<file path="src/logic/lsh_defs.svh">
// Purpose: Offsets, field positions, reset values and timing counts for the LIN slave header receiver
// Assumes: Word-indexed register port
// Notes:   Definitions only
`ifndef LSH_DEFS_SVH
`define LSH_DEFS_SVH
// Register addresses
`define LSH_ADDR_IER      6'h01
`define LSH_ADDR_BAUD     6'h09
`define LSH_ADDR_LIN_CTL  6'h0D
`define LSH_ADDR_LIN_SR   6'h0E
`define LSH_ADDR_RX_DATA  6'h00
`define LSH_ADDR_THR      6'h00
// Control fields and the interrupt enable bit
`define LSH_CTL_SLV_EN    0
`define LSH_CTL_HDET_EN   1
`define LSH_CTL_ARS_EN    2
`define LSH_CTL_RELOAD    3
`define LSH_CTL_MUTE      4
`define LSH_CTL_IDPEN     9
`define LSH_CTL_HSEL_LO   22
`define LSH_CTL_PID_LO    24
`define LSH_IER_LIN       8
// Status fields
`define LSH_SR_HDET       0
`define LSH_SR_HERR       1
`define LSH_SR_IDPERR     2
`define LSH_SR_RESYNC     3
`define LSH_SR_RXVALID    4
// Reset values
`define LSH_BAUD_RESET    32'h0F00_0000
`define LSH_CTL_RESET     32'h000C_0000
// Header timing, in bit times, and the sync byte
`define LSH_HDR_TIMEOUT_BITS 57
`define LSH_BREAK_BITS       11
`define LSH_SYNC_BYTE        8'h55
`endif

</file>
<file path="src/logic/lsh_pkg.sv">
// Purpose: Types for the LIN slave header receiver
// Assumes: Nothing
// Notes:   Constants stay in lsh_defs.svh
package lsh_pkg;
   typedef enum logic [2:0] {
      LSH_IDLE, LSH_BREAK, LSH_DELIM, LSH_SYNC, LSH_ID, LSH_DONE, LSH_ERROR
   } lsh_state_t;
   typedef struct packed {
      logic       valid;
      logic [7:0] data;
   } lsh_byte_t;
endpackage

</file>
<file path="src/logic/lsh_header_rx.sv">
// Purpose: LIN slave header detection, mute handling and baud resynchronisation
// Assumes: 8N1 characters, divider in mode 2 (one bit = divisor+2 clocks)
// Notes:   Registers on a simple strobe port, read data one cycle later
//          Status flags 0..2 are write-one-to-clear; a same-cycle hardware set wins
//          Writing one to status bit 3 reloads the nominal divisor and restarts the search
//          Status bit 4 reads back the live mute state
//          The receiver samples each bit at half a bit time after the start edge
//          Header sequence: idle, break, delimiter, sync, ID, done or error
//          The header time-out runs from the break edge through every header state
//          Sync measurement runs from the start edge to the fifth falling edge
//          The new divisor is the eighth of that span less the two mode 2 clocks
//          At the fifth edge the receiver is realigned, so the rest of the sync
//          byte and the ID are sampled at the measured rate
//          Both deviation checks use the divisor that was live before the update
//          The whole-span check fires at the fifth edge, before the divisor moves
//          Thresholds sit on the edges of the allowed bands: 147/128 and 19/16 above,
//          109/128 and 13/16 below
//          Mute is entered whenever software writes the control word with mute on
//          and left on the selected exit condition; software re-enters it itself
//          Interrupt is a registered level, so it lags the flags by one cycle
//          Limitation: no FIFO here, received bytes leave as one-cycle strobes
//          Limitation: ID parity uses the usual P0 on bit 6 and P1 on bit 7
// Notes on behaviour
// RQ1 - With header detection on in slave mode, a full header sets the header-detected flag.
// RQ2 - Any slave status flag setting raises the interrupt when the LIN interrupt enable is one.
// RQ3 - With ID parity checking, bad ID parity sets parity error and header-detected.
// RQ4 - In mute mode only headers are detected; other characters are kept out.
// RQ5 - A header not complete within 57 bit times sets the header error flag.
// RQ6 - The time-out starts at each break and stops on ID, error or resync write.
// RQ7 - Break-only select leaves mute after break and delimiter; sync onward is stored.
// RQ8 - Break-and-sync select leaves mute after a clean sync; ID onward is stored.
// RQ9 - Full select leaves mute on clean sync and matching ID; responses are stored.
// RQ10 - Software should enter mute after sending the checksum.
// RQ11 - Software writes published response bytes to the transmit holding register.
// RQ12 - With auto resync on, the baud divisor is adjusted after each sync field.
// RQ13 - The span of five sync falling edges is timed in 13 bits, written at the fifth.
// RQ14 - A 13-bit measurement overflow before the fifth edge sets the header error flag.
// RQ15 - The software-programmed baud value is kept apart as the nominal value.
// RQ16 - Reload enable restores the nominal baud on the next character, then self-clears.
// RQ17 - Software should set reload enable before each checksum reception.
// RQ18 - Writing one to resync-search reloads nominal baud and restarts header search.
// RQ19 - Software sets divider mode bits 29 and 28 before using auto resync.
// RQ20 - Whole sync span deviating over 14.84 percent sets header error.
// RQ21 - Any sync edge interval deviating over 18.75 percent sets header error. The code leaves the first interval unchecked.
// RQ22 - Short delimiter, frame error, bad sync, deviation or time-outs set header error. The code checks the sync value only with auto resync off.
// RQ23 - A break needs over 11 dominant bit times and a recessive delimiter.
// RQ24 - Software sets slave enable after choosing function and baud rate.
// RQ25 - While slave operation is off, all logic idles and flags stay unchanged.
//
// Decided for this implementation: the address map and strobed register access.
`include "lsh_defs.svh"
`timescale 1ns/100ps
`default_nettype none
module lsh_header_rx
   import lsh_pkg::*;
#(
   parameter int TMR_W = 13
) (
   // Clock and reset
   input  wire logic        mclk,
   input  wire logic        rst_b,
   // Register port
   input  wire logic [5:0]  addr,
   input  wire logic [31:0] wdata,
   input  wire logic        wr,
   input  wire logic        rd,
   output logic      [31:0] rdata,
   // LIN bus
   input  wire logic        sin,
   // Receive path and interrupt
   output lsh_byte_t        rx_out,
   output logic             irq
);
   // ---------------------------------------------------------------
   // Reset release
   // ---------------------------------------------------------------
   logic rst_s1, rst_s2;
   always_ff @(posedge mclk or negedge rst_b) begin
      if (!rst_b) begin
         rst_s1 <= 1'b0;
         rst_s2 <= 1'b0;
      end else begin
         rst_s1 <= 1'b1;
         rst_s2 <= rst_s1;
      end
   end
   wire logic rst_n = rst_s2;

   // ---------------------------------------------------------------
   // Registers and decode
   // ---------------------------------------------------------------
   logic [31:0] ctl, baud, nominal, ier;
   logic [3:0]  sr;
   wire logic wr_ctl  = wr && addr == `LSH_ADDR_LIN_CTL;
   wire logic wr_baud = wr && addr == `LSH_ADDR_BAUD;
   wire logic wr_ier  = wr && addr == `LSH_ADDR_IER;
   wire logic wr_sr   = wr && addr == `LSH_ADDR_LIN_SR;
   wire logic resync_wr = wr_sr && wdata[`LSH_SR_RESYNC];
   wire logic slv_en  = ctl[`LSH_CTL_SLV_EN];
   wire logic hdet_en = ctl[`LSH_CTL_HDET_EN];
   wire logic ars_en  = ctl[`LSH_CTL_ARS_EN];
   wire logic mute_en = ctl[`LSH_CTL_MUTE];
   wire logic [1:0] hsel = ctl[`LSH_CTL_HSEL_LO +: 2];
   wire logic [7:0] pid  = ctl[`LSH_CTL_PID_LO +: 8];
   // Mode 2 divider: a bit lasts divisor plus two clocks
   wire logic [15:0] bit_clks = baud[15:0] + 16'h0002;

   // ---------------------------------------------------------------
   // Bit-level receiver
   // ---------------------------------------------------------------
   logic        sin_q;
   logic [15:0] bcnt;
   logic [3:0]  bidx;
   logic [7:0]  shreg;
   logic        rx_busy;
   logic        sync_realign;

   // Falling edge of the line, seen in the first clock that sin is low while sin_q still holds high
   wire logic fall = sin_q && !sin;
   wire logic mid  = rx_busy && bcnt == {1'b0, bit_clks[15:1]};
   wire logic char_done = mid && bidx == 4'h9;
   wire logic ferr = !sin;
   always_ff @(posedge mclk or negedge rst_n) begin
      if (!rst_n) begin
         sin_q <= 1'b1;
         bcnt <= 16'h0000;
         bidx <= 4'h0;
         shreg <= 8'h00;
         rx_busy <= 1'b0;
      end else begin
         sin_q <= sin;
         if (!slv_en) begin
            rx_busy <= 1'b0; // RQ25
         end else if (sync_realign) begin
            // Fifth sync edge starts the last data bit: realign to the new bit time
            rx_busy <= 1'b1;
            bcnt <= 16'h0001;
            bidx <= 4'h8;
         end else if (!rx_busy && fall) begin
            rx_busy <= 1'b1;
            bcnt <= 16'h0000;
            bidx <= 4'h0;
         end else if (rx_busy) begin
            bcnt <= (bcnt == bit_clks - 16'h0001) ? 16'h0000 : bcnt + 16'h0001;
            if (mid) begin
               bidx <= bidx + 4'h1;
               if (bidx != 4'h0 && bidx != 4'h9)
                  shreg <= {sin, shreg[7:1]};
               if (bidx == 4'h9)
                  rx_busy <= 1'b0;
            end
         end
      end
   end

   // ---------------------------------------------------------------
   // Header sequencer
   // ---------------------------------------------------------------
   lsh_state_t st;
   logic [19:0] low_cnt, hdr_cnt;
   logic [15:0] hi_cnt;
   logic [TMR_W-1:0] meas, seg;
   logic [2:0]  edges;
   logic        seg_bad, muted;
   wire logic [19:0] bit20 = {4'h0, bit_clks};
   wire logic brk_ok = low_cnt > bit20 * 20'd`LSH_BREAK_BITS; // RQ23
   wire logic hdr_to = hdr_cnt >= bit20 * 20'd`LSH_HDR_TIMEOUT_BITS; // RQ5
   wire logic meas_ovf = &meas; // RQ14
   // Nominal sync span is eight bits; 14.84% is about 19/128
   wire logic [TMR_W+7:0] nom8 = {5'h00, bit_clks[15:0]} << 3;
   wire logic [TMR_W+7:0] span = {8'h00, meas};
   wire logic span_dev = (span * 21'd128 > nom8 * 21'd147) || (span * 21'd128 < nom8 * 21'd109); // RQ20
   // Edge interval nominal two bits; 18.75% = 3/16
   wire logic [TMR_W+7:0] nom2 = {5'h00, bit_clks[15:0]} << 1;
   wire logic [TMR_W+7:0] sg  = {8'h00, seg};
   wire logic seg_dev = (sg * 21'd16 > nom2 * 21'd19) || (sg * 21'd16 < nom2 * 21'd13); // RQ21
   wire logic id_par_ok = (shreg[6] == (shreg[0] ^ shreg[1] ^ shreg[2] ^ shreg[4]))
      && (shreg[7] == !(shreg[1] ^ shreg[3] ^ shreg[4] ^ shreg[5]));
   logic set_hdet, set_herr, set_perr;
   always_comb begin
      set_hdet = 1'b0;
      set_herr = 1'b0;
      set_perr = 1'b0;
      if (slv_en && hdet_en && !resync_wr) begin
         // Time-out covers every state from the break edge up to the ID
         if (st inside {LSH_BREAK, LSH_DELIM, LSH_SYNC, LSH_ID} && hdr_to)
            set_herr = 1'b1; // RQ5
         else if (st == LSH_DELIM && !sin && hi_cnt < {1'b0, bit_clks[15:1]})
            set_herr = 1'b1; // RQ22
         else if (st == LSH_SYNC && ars_en && (meas_ovf || (fall && edges != 3'd0 && seg_dev)))
            set_herr = 1'b1; // RQ14 RQ21
         // Whole span judged at the fifth edge, while the old divisor still stands
         else if (st == LSH_SYNC && ars_en && fall && edges == 3'd3 && span_dev)
            set_herr = 1'b1; // RQ20
         else if (st == LSH_SYNC && char_done && (ferr || (!ars_en && shreg != `LSH_SYNC_BYTE)))
            set_herr = 1'b1; // RQ22
         else if (st == LSH_ID && char_done && ferr)
            set_herr = 1'b1; // RQ22
         else if (st == LSH_ID && char_done) begin
            set_hdet = 1'b1; // RQ1
            set_perr = ctl[`LSH_CTL_IDPEN] && !id_par_ok; // RQ3
         end
      end
   end
   always_ff @(posedge mclk or negedge rst_n) begin
      if (!rst_n) begin
         st <= LSH_IDLE;
         low_cnt <= 20'h0_0000;
         hi_cnt <= 16'h0000;
         hdr_cnt <= 20'h0_0000;
         meas <= '0;
         seg <= '0;
         edges <= 3'd0;
         seg_bad <= 1'b0;
      end else if (!slv_en || resync_wr) begin
         st <= LSH_IDLE; // RQ18 RQ25
         low_cnt <= 20'h0_0000;
      end else begin
         low_cnt <= sin ? 20'h0_0000 : low_cnt + 20'h0_0001;
         if (st != LSH_IDLE && st != LSH_ERROR && st != LSH_DONE)
            hdr_cnt <= hdr_cnt + 20'h0_0001;
         if (set_herr)
            st <= LSH_ERROR; // RQ6
         else begin
            case (st)
               LSH_IDLE, LSH_DONE: begin
                  if (fall) begin
                     st <= LSH_BREAK;
                     hdr_cnt <= 20'h0_0000; // RQ6
                  end
               end
               LSH_BREAK: begin
                  if (sin)
                     st <= brk_ok ? LSH_DELIM : LSH_IDLE; // RQ23
                  hi_cnt <= 16'h0000;
               end
               LSH_DELIM: begin
                  hi_cnt <= hi_cnt + 16'h0001;
                  if (!sin) begin
                     st <= LSH_SYNC;
                     meas <= '0;
                     seg <= '0;
                     edges <= 3'd0;
                  end
               end
               LSH_SYNC: begin
                  if (edges != 3'd4) begin
                     meas <= meas + 1'b1; // RQ13
                     seg <= fall ? '0 : seg + 1'b1;
                  end
                  if (fall && edges != 3'd4)
                     edges <= edges + 3'd1;
                  if (char_done)
                     st <= LSH_ID;
               end
               LSH_ID: begin
                  if (char_done)
                     st <= LSH_DONE; // RQ6
               end
               default: st <= LSH_IDLE;
            endcase
         end
      end
   end

   // ---------------------------------------------------------------
   // Control, baud and status
   // ---------------------------------------------------------------
   wire logic sync_end = st == LSH_SYNC && edges == 3'd4 && !set_herr && slv_en && ars_en;
   logic sync_end_q;

   // One-cycle pulse that loads the divisor and realigns the receiver together
   assign sync_realign = sync_end && !sync_end_q;

   always_ff @(posedge mclk or negedge rst_n) begin
      if (!rst_n) begin
         ctl <= `LSH_CTL_RESET;
         baud <= `LSH_BAUD_RESET;
         nominal <= `LSH_BAUD_RESET;
         ier <= 32'h0000_0000;
         sr <= 4'h0;
         sync_end_q <= 1'b0;
      end else begin
         sync_end_q <= sync_end;
         if (wr_ier)
            ier <= wdata;
         if (wr_ctl)
            ctl <= wdata;
         else if (slv_en && ctl[`LSH_CTL_RELOAD] && char_done)
            ctl[`LSH_CTL_RELOAD] <= 1'b0; // RQ16
         if (wr_baud) begin
            baud <= wdata;
            nominal <= wdata; // RQ15
         end else if (resync_wr || (slv_en && ctl[`LSH_CTL_RELOAD] && char_done))
            baud <= nominal; // RQ16 RQ18
         else if (sync_realign) // RQ12
            // Span is eight bits; mode 2 adds two clocks to the divisor
            baud <= {baud[31:16], 3'b000, (meas >> 3) - 13'd2}; // RQ13
         // Set wins over a same-cycle clear
         sr[`LSH_SR_HDET]   <= set_hdet || (sr[`LSH_SR_HDET] && !(wr_sr && wdata[`LSH_SR_HDET]));
         sr[`LSH_SR_HERR]   <= set_herr || (sr[`LSH_SR_HERR] && !(wr_sr && wdata[`LSH_SR_HERR]));
         sr[`LSH_SR_IDPERR] <= set_perr || (sr[`LSH_SR_IDPERR] && !(wr_sr && wdata[`LSH_SR_IDPERR]));
         sr[`LSH_SR_RESYNC] <= 1'b0;
      end
   end

   // ---------------------------------------------------------------
   // Mute and receive path
   // ---------------------------------------------------------------
   always_ff @(posedge mclk or negedge rst_n) begin
      if (!rst_n) begin
         muted <= 1'b0;
         rx_out <= '0;
         irq <= 1'b0;
         rdata <= 32'h0000_0000;
      end else begin
         // Writing the control word with mute on enters mute at once
         if (wr_ctl)
            muted <= wdata[`LSH_CTL_MUTE]; // RQ4
         else if (!mute_en)
            muted <= 1'b0;
         else if (slv_en) begin
            if (hsel == 2'd0 && st == LSH_DELIM && !sin && !set_herr)
               muted <= 1'b0; // RQ7
            else if (hsel == 2'd1 && st == LSH_SYNC && char_done && !set_herr)
               muted <= 1'b0; // RQ8
            else if (hsel == 2'd2 && set_hdet && shreg == pid)
               muted <= 1'b0; // RQ9
         end
         // No received byte leaves while muted, header bytes included
         rx_out.valid <= char_done && !ferr && slv_en && !(muted && mute_en); // RQ4
         rx_out.data  <= shreg;
         irq <= ier[`LSH_IER_LIN] && |sr[2:0]; // RQ2
         rdata <= 32'h0000_0000;
         if (rd) begin
            case (addr)
               `LSH_ADDR_IER:     rdata <= ier;
               `LSH_ADDR_BAUD:    rdata <= baud;
               `LSH_ADDR_LIN_CTL: rdata <= ctl;
               `LSH_ADDR_LIN_SR:  rdata <= {27'h000_0000, muted, sr};
               default:           rdata <= 32'h0000_0000;
            endcase
         end
      end
   end
endmodule // lsh_header_rx
`default_nettype wire

</file>
<file path="config.mk">
export PLATFORM = sky130hd
export DESIGN_NAME = lsh_header_rx
export DESIGN_NICKNAME = d
export VERILOG_FILES = /design/src/logic/lsh_pkg.sv /design/src/logic/lsh_header_rx.sv
export VERILOG_INCLUDE_DIRS = /design/src /design/src/logic
export SDC_FILE = /design/constraint.sdc
export NUM_CORES = 1
export LEC_CHECK = 0
export BUFFER_PORTS_ARGS = -buffer_cell sky130_fd_sc_hd__buf_2
export CAP_MARGIN = 40
export CORE_UTILIZATION = 44
export DETAILED_ROUTE_END_ITERATION = 10
export SLEW_MARGIN = 20
export SYNTH_ARGS = -nofsm -noshare
export SYNTH_HDL_FRONTEND = slang
export SYNTH_SLANG_ARGS = --single-unit
</file>
<file path="constraint.sdc">
create_clock -name mclk -period 8.2 [get_ports mclk]
set_input_delay 0.41 -clock mclk [delete_from_list [all_inputs] [get_ports mclk]]
set_output_delay 0.41 -clock mclk [all_outputs]
set_load 0.01 [all_outputs]
</file>
Word level (Yosys, flattened, before mapping)

Cells that the tools add are included.

Add/subtract/negate cells: 11
Multiply operators: 6
Div/mod/pow operators: 0
Magnitude comparators: 7
Equality and inequality tests: 34
Shift-type cells: 0
Muxes and demuxes: 75
Bitwise operators: 10
Reductions and logical operators: 104

Operators with widths:

| cell                                                 | number |
|---|---|
| one-hot mux 32 bit (4 select lines)                  | 1 |
| 2-to-1 mux 20 bit                                    | 6 |
| 2-to-1 mux 32 bit                                    | 3 |
| 2-to-1 mux 16 bit                                    | 5 |
| logical AND 1 bit                                    | 58 |
| 2-to-1 mux 13 bit                                    | 4 |
| one-hot mux 13 bit (2 select lines)                  | 2 |
| adder 20 x 1 -> 20 bit (second input constant)       | 2 |
| multiplier 16 x 4 -> 20 bit (second input constant)  | 2 |
| 2-to-1 mux 1 bit                                     | 37 |
| adder 16 x 1 -> 16 bit (second input constant)       | 2 |
| one-hot mux 16 bit (2 select lines)                  | 1 |
| 2-to-1 mux 3 bit                                     | 9 |
| adder 13 x 1 -> 13 bit (second input constant)       | 2 |
| > comparator 17 x 21 -> 1 bit                        | 1 |
| > comparator 20 x 21 -> 1 bit                        | 1 |
| less-than comparator 17 x 21 -> 1 bit                | 1 |
| less-than comparator 20 x 21 -> 1 bit                | 1 |
| >= comparator 20 bit                                 | 1 |
| > comparator 20 bit                                  | 1 |
| multiplier 16 x 5 -> 20 bit (second input constant)  | 1 |
| multiplier 16 x 6 -> 20 bit (second input constant)  | 1 |
| equality test 6 x 4 -> 1 bit (second input constant) | 3 |
| multiplier 16 x 7 -> 18 bit (second input constant)  | 1 |
| 46 further kinds                                     | 101 |

Bits in registers: 295
Bits in latches: 0
Memory bits (writable): 0
Bits in read-only memories: 0
Logic and storage cells: 274
Memories: 0

Logic depth before layout (Yosys ltp)

Depth in word-level cells: 21
Gate-level depth with buffers: 35
Mapped depth without buffers: 31

Least setup slack after synthesis

OpenSTA, ideal clock, no wires.

Path kind: register to register
From: register baud[1]
To: register baud[10]
Library setup time: 0.125 ns
Arrival time: 7.874 ns
Required time: 8.075 ns
Path slack: 0.201 ns
Stages on the path, launching flop included: 32
Buffers on the path: 5
Clock period less this slack: 7.999 ns
Path through: dfrtp_1 -> buf_4 -> nand3_2 -> clkbuf_1 -> nor2_1 -> xnor2_1 -> inv_1 -> ha_1 -> fa_1 -> fa_1 -> inv_1 -> fa_1 -> inv_1 -> ha_1 -> and3_1 -> a221o_1 -> nand3_1 -> nand2_1 -> xnor2_1 -> ha_1 -> a211oi_1 -> nand2b_1 -> a31oi_1 -> a221oi_1 -> o21ai_0 -> and4b_1 -> buf_6 -> a41oi_4 -> and3_1 -> buf_4 -> buf_12 -> mux2_4

Word-level cells in the longest chain between the ends: 19
Elaborated cells on any way between the ends: 44
Those cells by class: add/sub (1); mul (5); order compare (6); eq/ne (1); mux (9); reduce/logical (22)

RTL lines:

| what                                                                   | line                 | text |
|---|---|---|
| start, declared                                                        | lsh_header_rx.sv:92  | `logic [31:0] ctl, baud, nominal, ier;` |
| start signal, assigned                                                 | lsh_header_rx.sv:278 | `` baud <= `LSH_BAUD_RESET; `` |
| start signal, assigned                                                 | lsh_header_rx.sv:292 | `baud <= wdata;` |
| start signal, assigned                                                 | lsh_header_rx.sv:295 | `baud <= nominal;` |
| adder 16 x 2 -> 16 bit *                                               | lsh_header_rx.sv:106 | `wire logic [15:0] bit_clks = baud[15:0] + 16'h0002;` |
| branches (longest 18 deep; another with > comparator 17 x 21 -> 1 bit) | --                   |  |

Every way passes the cells marked *. The select of a mux whose other input is x is not followed.
A chain may end at the register's enable or synchronous reset.

Worst setup path in the final report

From: register baud[5]
To: register hi_cnt[12]

Word-level cells in the longest chain between the ends: 15
Elaborated cells on any way between the ends: 36
Those cells by class: add/sub (1); mul (5); order compare (6); eq/ne (1); mux (7); bitwise (1); reduce/logical (15)

RTL lines:

| what                                                                   | line                 | text |
|---|---|---|
| adder 16 x 2 -> 16 bit *                                               | lsh_header_rx.sv:106 |  |
| branches (longest 10 deep; another with > comparator 17 x 21 -> 1 bit) | --                   |  |
| 2-to-1 mux 1 bit *                                                     | lsh_header_rx.sv:186 | `if (st inside {LSH_BREAK, LSH_DELIM, LSH_SYNC, LSH_ID} && hdr_to)` |
| 2-to-1 mux 1 bit *                                                     | lsh_header_rx.sv:184 | `if (slv_en && hdet_en && !resync_wr) begin` |
| NOT 1 bit (no line) *                                                  | --                   |  |
| AND reduction 3 bit (no line) *                                        | --                   |  |
| end signal, assigned                                                   | lsh_header_rx.sv:238 | `hi_cnt <= hi_cnt + 16'h0001;` |
| end, declared                                                          | lsh_header_rx.sv:161 | `logic [15:0] hi_cnt;` |

Every way passes the cells marked *.

==> run_results.csv <==
group,metric,value,unit
run_status,status,"complete, no violations",
global_routing,grt_max_degree,66,
clock_tree,ctsHtreeMaxLevel,2,
logic_synthesis,synth_warnings,0,
detailed_routing,vias,22300,
logic_synthesis,synth_fp_nets,3386,
logic_synthesis,syn_area,26800,um2
worst_hold_path,hold_class,"input pin to flip-flop",
detailed_routing,ant_nets,0,
critical_path,crit_start,"baud[5]",
cells_and_area,num-fill-cells,5653,
cells_and_area,final_core_util,49.5,%
critical_path,startpoint_type,"flip-flop",
die,die_h,249,um
sta,fin_skew,0.0173,ns
detailed_routing,routed-wl-met3,3610,um
global_routing,grt_usage,26.1,%
detailed_routing,drc,0,
cells_and_area,area_growth,11.4,%
job,drv_cap,0,
critical_path,worstPathRequired,8.67,ns
logic_synthesis,async_reset_ff_share,100,%
sta,hold_slack,0.0894,ns
sta,fmax,128,MHz
sta,hold_violations,0,
clock_tree,clock_latency,0.56,ns
sta,setup_viol,0,
critical_path,path_class,"flip-flop to flip-flop",
die,die-area,62000,um2
detailed_routing,routed_wl,80700,um
clock_tree,clk_pin_slew,0.06,ns
die,die_w,249,um
sta,layout_min_cycle_time,7.79,ns
detailed_routing,highest_layer,"met4",
die,core-area,60400,um2
clock_tree,clock-root-buffer,"clkbuf_16",
logic_synthesis,synth_edf_count,0,
clock_tree,numCtsBuffers,35,
detailed_routing,viasPerCell,5.81,
clock_tree,clk_path_buf_depth,3,
clock_tree,cts_tree,"built",
sta,fin_crit_sh,95.1,%
critical_path,crit_path_frequent_cell,"inv_1",
global_routing,grt_pass1_vias,22400,
cells_and_area,nets,3490,
detailed_routing,drt-met1-wl,34600,um
detailed_routing,wire_per_inst,21.0,um
logic_synthesis,synth_flop_cell,"dfrtp_1",
critical_path,critPathMaxFanout,15,
place,hpwl,63100,um
critical_path,slowest_stage,"fa_1",
sta,worst_pin_slew,0.866,ns
global_routing,antenna_found_initial,0,
critical_path,slowest_delay,0.56,ns
logic_synthesis,syn_inst,2925,
place,numPortBuffers,84,
worst_hold_path,hp-start,"wdata[25]",
detailed_routing,wl_met2,39100,um
critical_path,r2r-start,"baud[5]",
cells_and_area,layout-drive-gt1-share,12.8,%
cells_and_area,n_antenna_cell,0,
place,place_congestion,0.995,
sta,max_slew_margin,42.3,%
clock_tree,clock-sinks,295,
logic_synthesis,synth-seq-area-share,27.6,%
critical_path,end_kind,"flip-flop",
logic_synthesis,syn_area_per_cell,9.18,um2
die,ios,85,
logic_synthesis,synth_seq_cells,295,
global_routing,grt_pass1_wl,127000,um
die,row_count,90,
detailed_routing,drt_iter0_markers,1804,
global_routing,grt-ovfl-total,0,
die,start_util,44.5,%
sta,drv_slew,0,
critical_path,worst_ep_arrival_time,8.26,ns
logic_synthesis,synth_cell_types,98,
detailed_routing,detail_route.first_pass.iterations,6,
==> metal layers <==
metal / up-vias / track usage (%)
met5: - / 0
met4: 0 / 10.9
met3: 162 / 3.34
met2: 602 / 44.5
met1: 11000 / 33.2
li1: 10500 / -
==> cells in the mapped netlist (9+ instances only) <==
library cell  number  area [um2]
nand2b_1          31         194
mux2_4             9         135
o21ai_0          121         606
or2_2             10        62.6
mux2_2            73         822
nand3b_1          11        82.6
nor2_1           197         739
fa_1             108        2160
nor4_1            18         113
clkbuf_1          69         259
dfrtp_1          284        7110
dfstp_2           11         289
nand4_1           42         263
buf_4             17         128
nand2_1          235         882
nor3_1            54         270
xor2_1            80         701
inv_1            311        1170
o31ai_1           46         345
nand3_1          100         500
buf_2             12        60.1
a21o_1            46         345
o21bai_1          15         113
and2_1            14        87.6
or3_1             14        87.6
a211oi_1          14         105
o21a_1            14         105
mux2i_1           67         671
buf_1             10        37.5
ha_1             310        3880
a21oi_1          152         761
and4_1            12         105
o211ai_1          21         158
a31oi_1           39         244
and3_1            42         263
nor2b_1           21         131
or4_1             23         173
xnor2_1          108         946
==> what timing repair did <==
item | 4_1_cts | 5_1_grt
hold buffers | 1 | 0
setup buffers | 0 | 5
resized for setup | 0 | 15
hold endpoints to repair | 2 | 0
endpoints found under the setup margin | 0 | 90
==> cell families (layout without fill, tap and decap cells) <==
group	count (synthesis)	in the layout	synth area share, %
fa+ha+maj	419	419	22.5
flops	295	295	27.6
other cells	1	1	0.0140
simple gates	863	863	16.3
xor+xnor	201	201	7.23
compound gates	571	571	13.9
mux	149	149	6.06
buf+inv	426	556	6.40
==> worst paths after layout <==
path | endpoint | slack, ns | cells after the start
worst max-delay path | hi_cnt[12] | 0.41 | 30
worst min register to register | rx_out[7] | 0.35 | 0
max in group asynchronous | seg[11] | 6.14 | 3
min in group asynchronous | rst_s1 | 0.17 | 2
worst min-delay path | nominal[25] | 0.09 | 3
worst max register to register | hi_cnt[12] | 0.41 | 30
==> state kept, by name (all words and copies together) (netlist names), 3 cells and up <==
signal   flops
baud        32
bcnt        16
bidx         4
ctl         32
edges        3
hdr_cnt     20
hi_cnt      16
ier         32
low_cnt     20
meas        13
nominal     32
rdata       32
rx_out       9
seg         13
shreg        8
sr           3
st           3
==> critical path, delay by kind of cell, from the launching register on <==
family,cells,cell delay (ns)
AO/OA/AOI/OAI,11,2.23
XOR/XNOR,1,0.24
adder cells (fa/ha/maj),5,1.95
buffers and inverters,7,1.13
flip-flops,1,0.51
AND/OR/NAND/NOR,6,1.61
==> per-stage QoR <==
| step | setup slack (ns) | instances | cell area (um2) | setup TNS (ns) |
|---|---|---|---|---|
| after CTS | 0.0636 | 3830 | 29700 | 0 |
| final | 0.405 | 3837 | 29900 | 0 |
| after floorplan | 0.201 | 2925 | 26800 | 0 |
| after global routing | -0.0158 | 3837 | 29900 | -0.0236 |
| after detailed placement | 0.0765 | 3766 | 28500 | 0 |
| after global placement | 0.213 | 3760 | 28400 | 0 |
==> area by class of cell <==
class / instances / area [um2] / area share, %
clock buffers: 49 / 1020 / 3.41
clock inverters: 14 / 220 / 0.737
inverters: 314 / 1180 / 3.96
multi-input cells: 2204 / 17900 / 59.7
flip-flops and latches: 295 / 7400 / 24.8
well taps: 782 / 978 / 3.27
repair buffers: 179 / 1240 / 4.14
==> cells in the final DEF, fill, tap and decap left out, drive strengths merged, types with 49 or more instances in the layout <==
cell type | synthesis | routed
nand2 | 235 | 235
buf | 43 | 178
dfrtp | 284 | 284
nor2 | 197 | 197
mux2i | 67 | 67
a21oi | 153 | 153
nor3 | 56 | 56
clkbuf | 69 | 49
mux2 | 82 | 82
fa | 108 | 108
inv | 314 | 314
xor2 | 80 | 80
ha | 310 | 310
o21ai | 123 | 123
nand3 | 102 | 102
xnor2 | 110 | 110
Power is not shown: default switching activity piles up to over one toggle a cycle in this logic, so the estimate is an artifact.
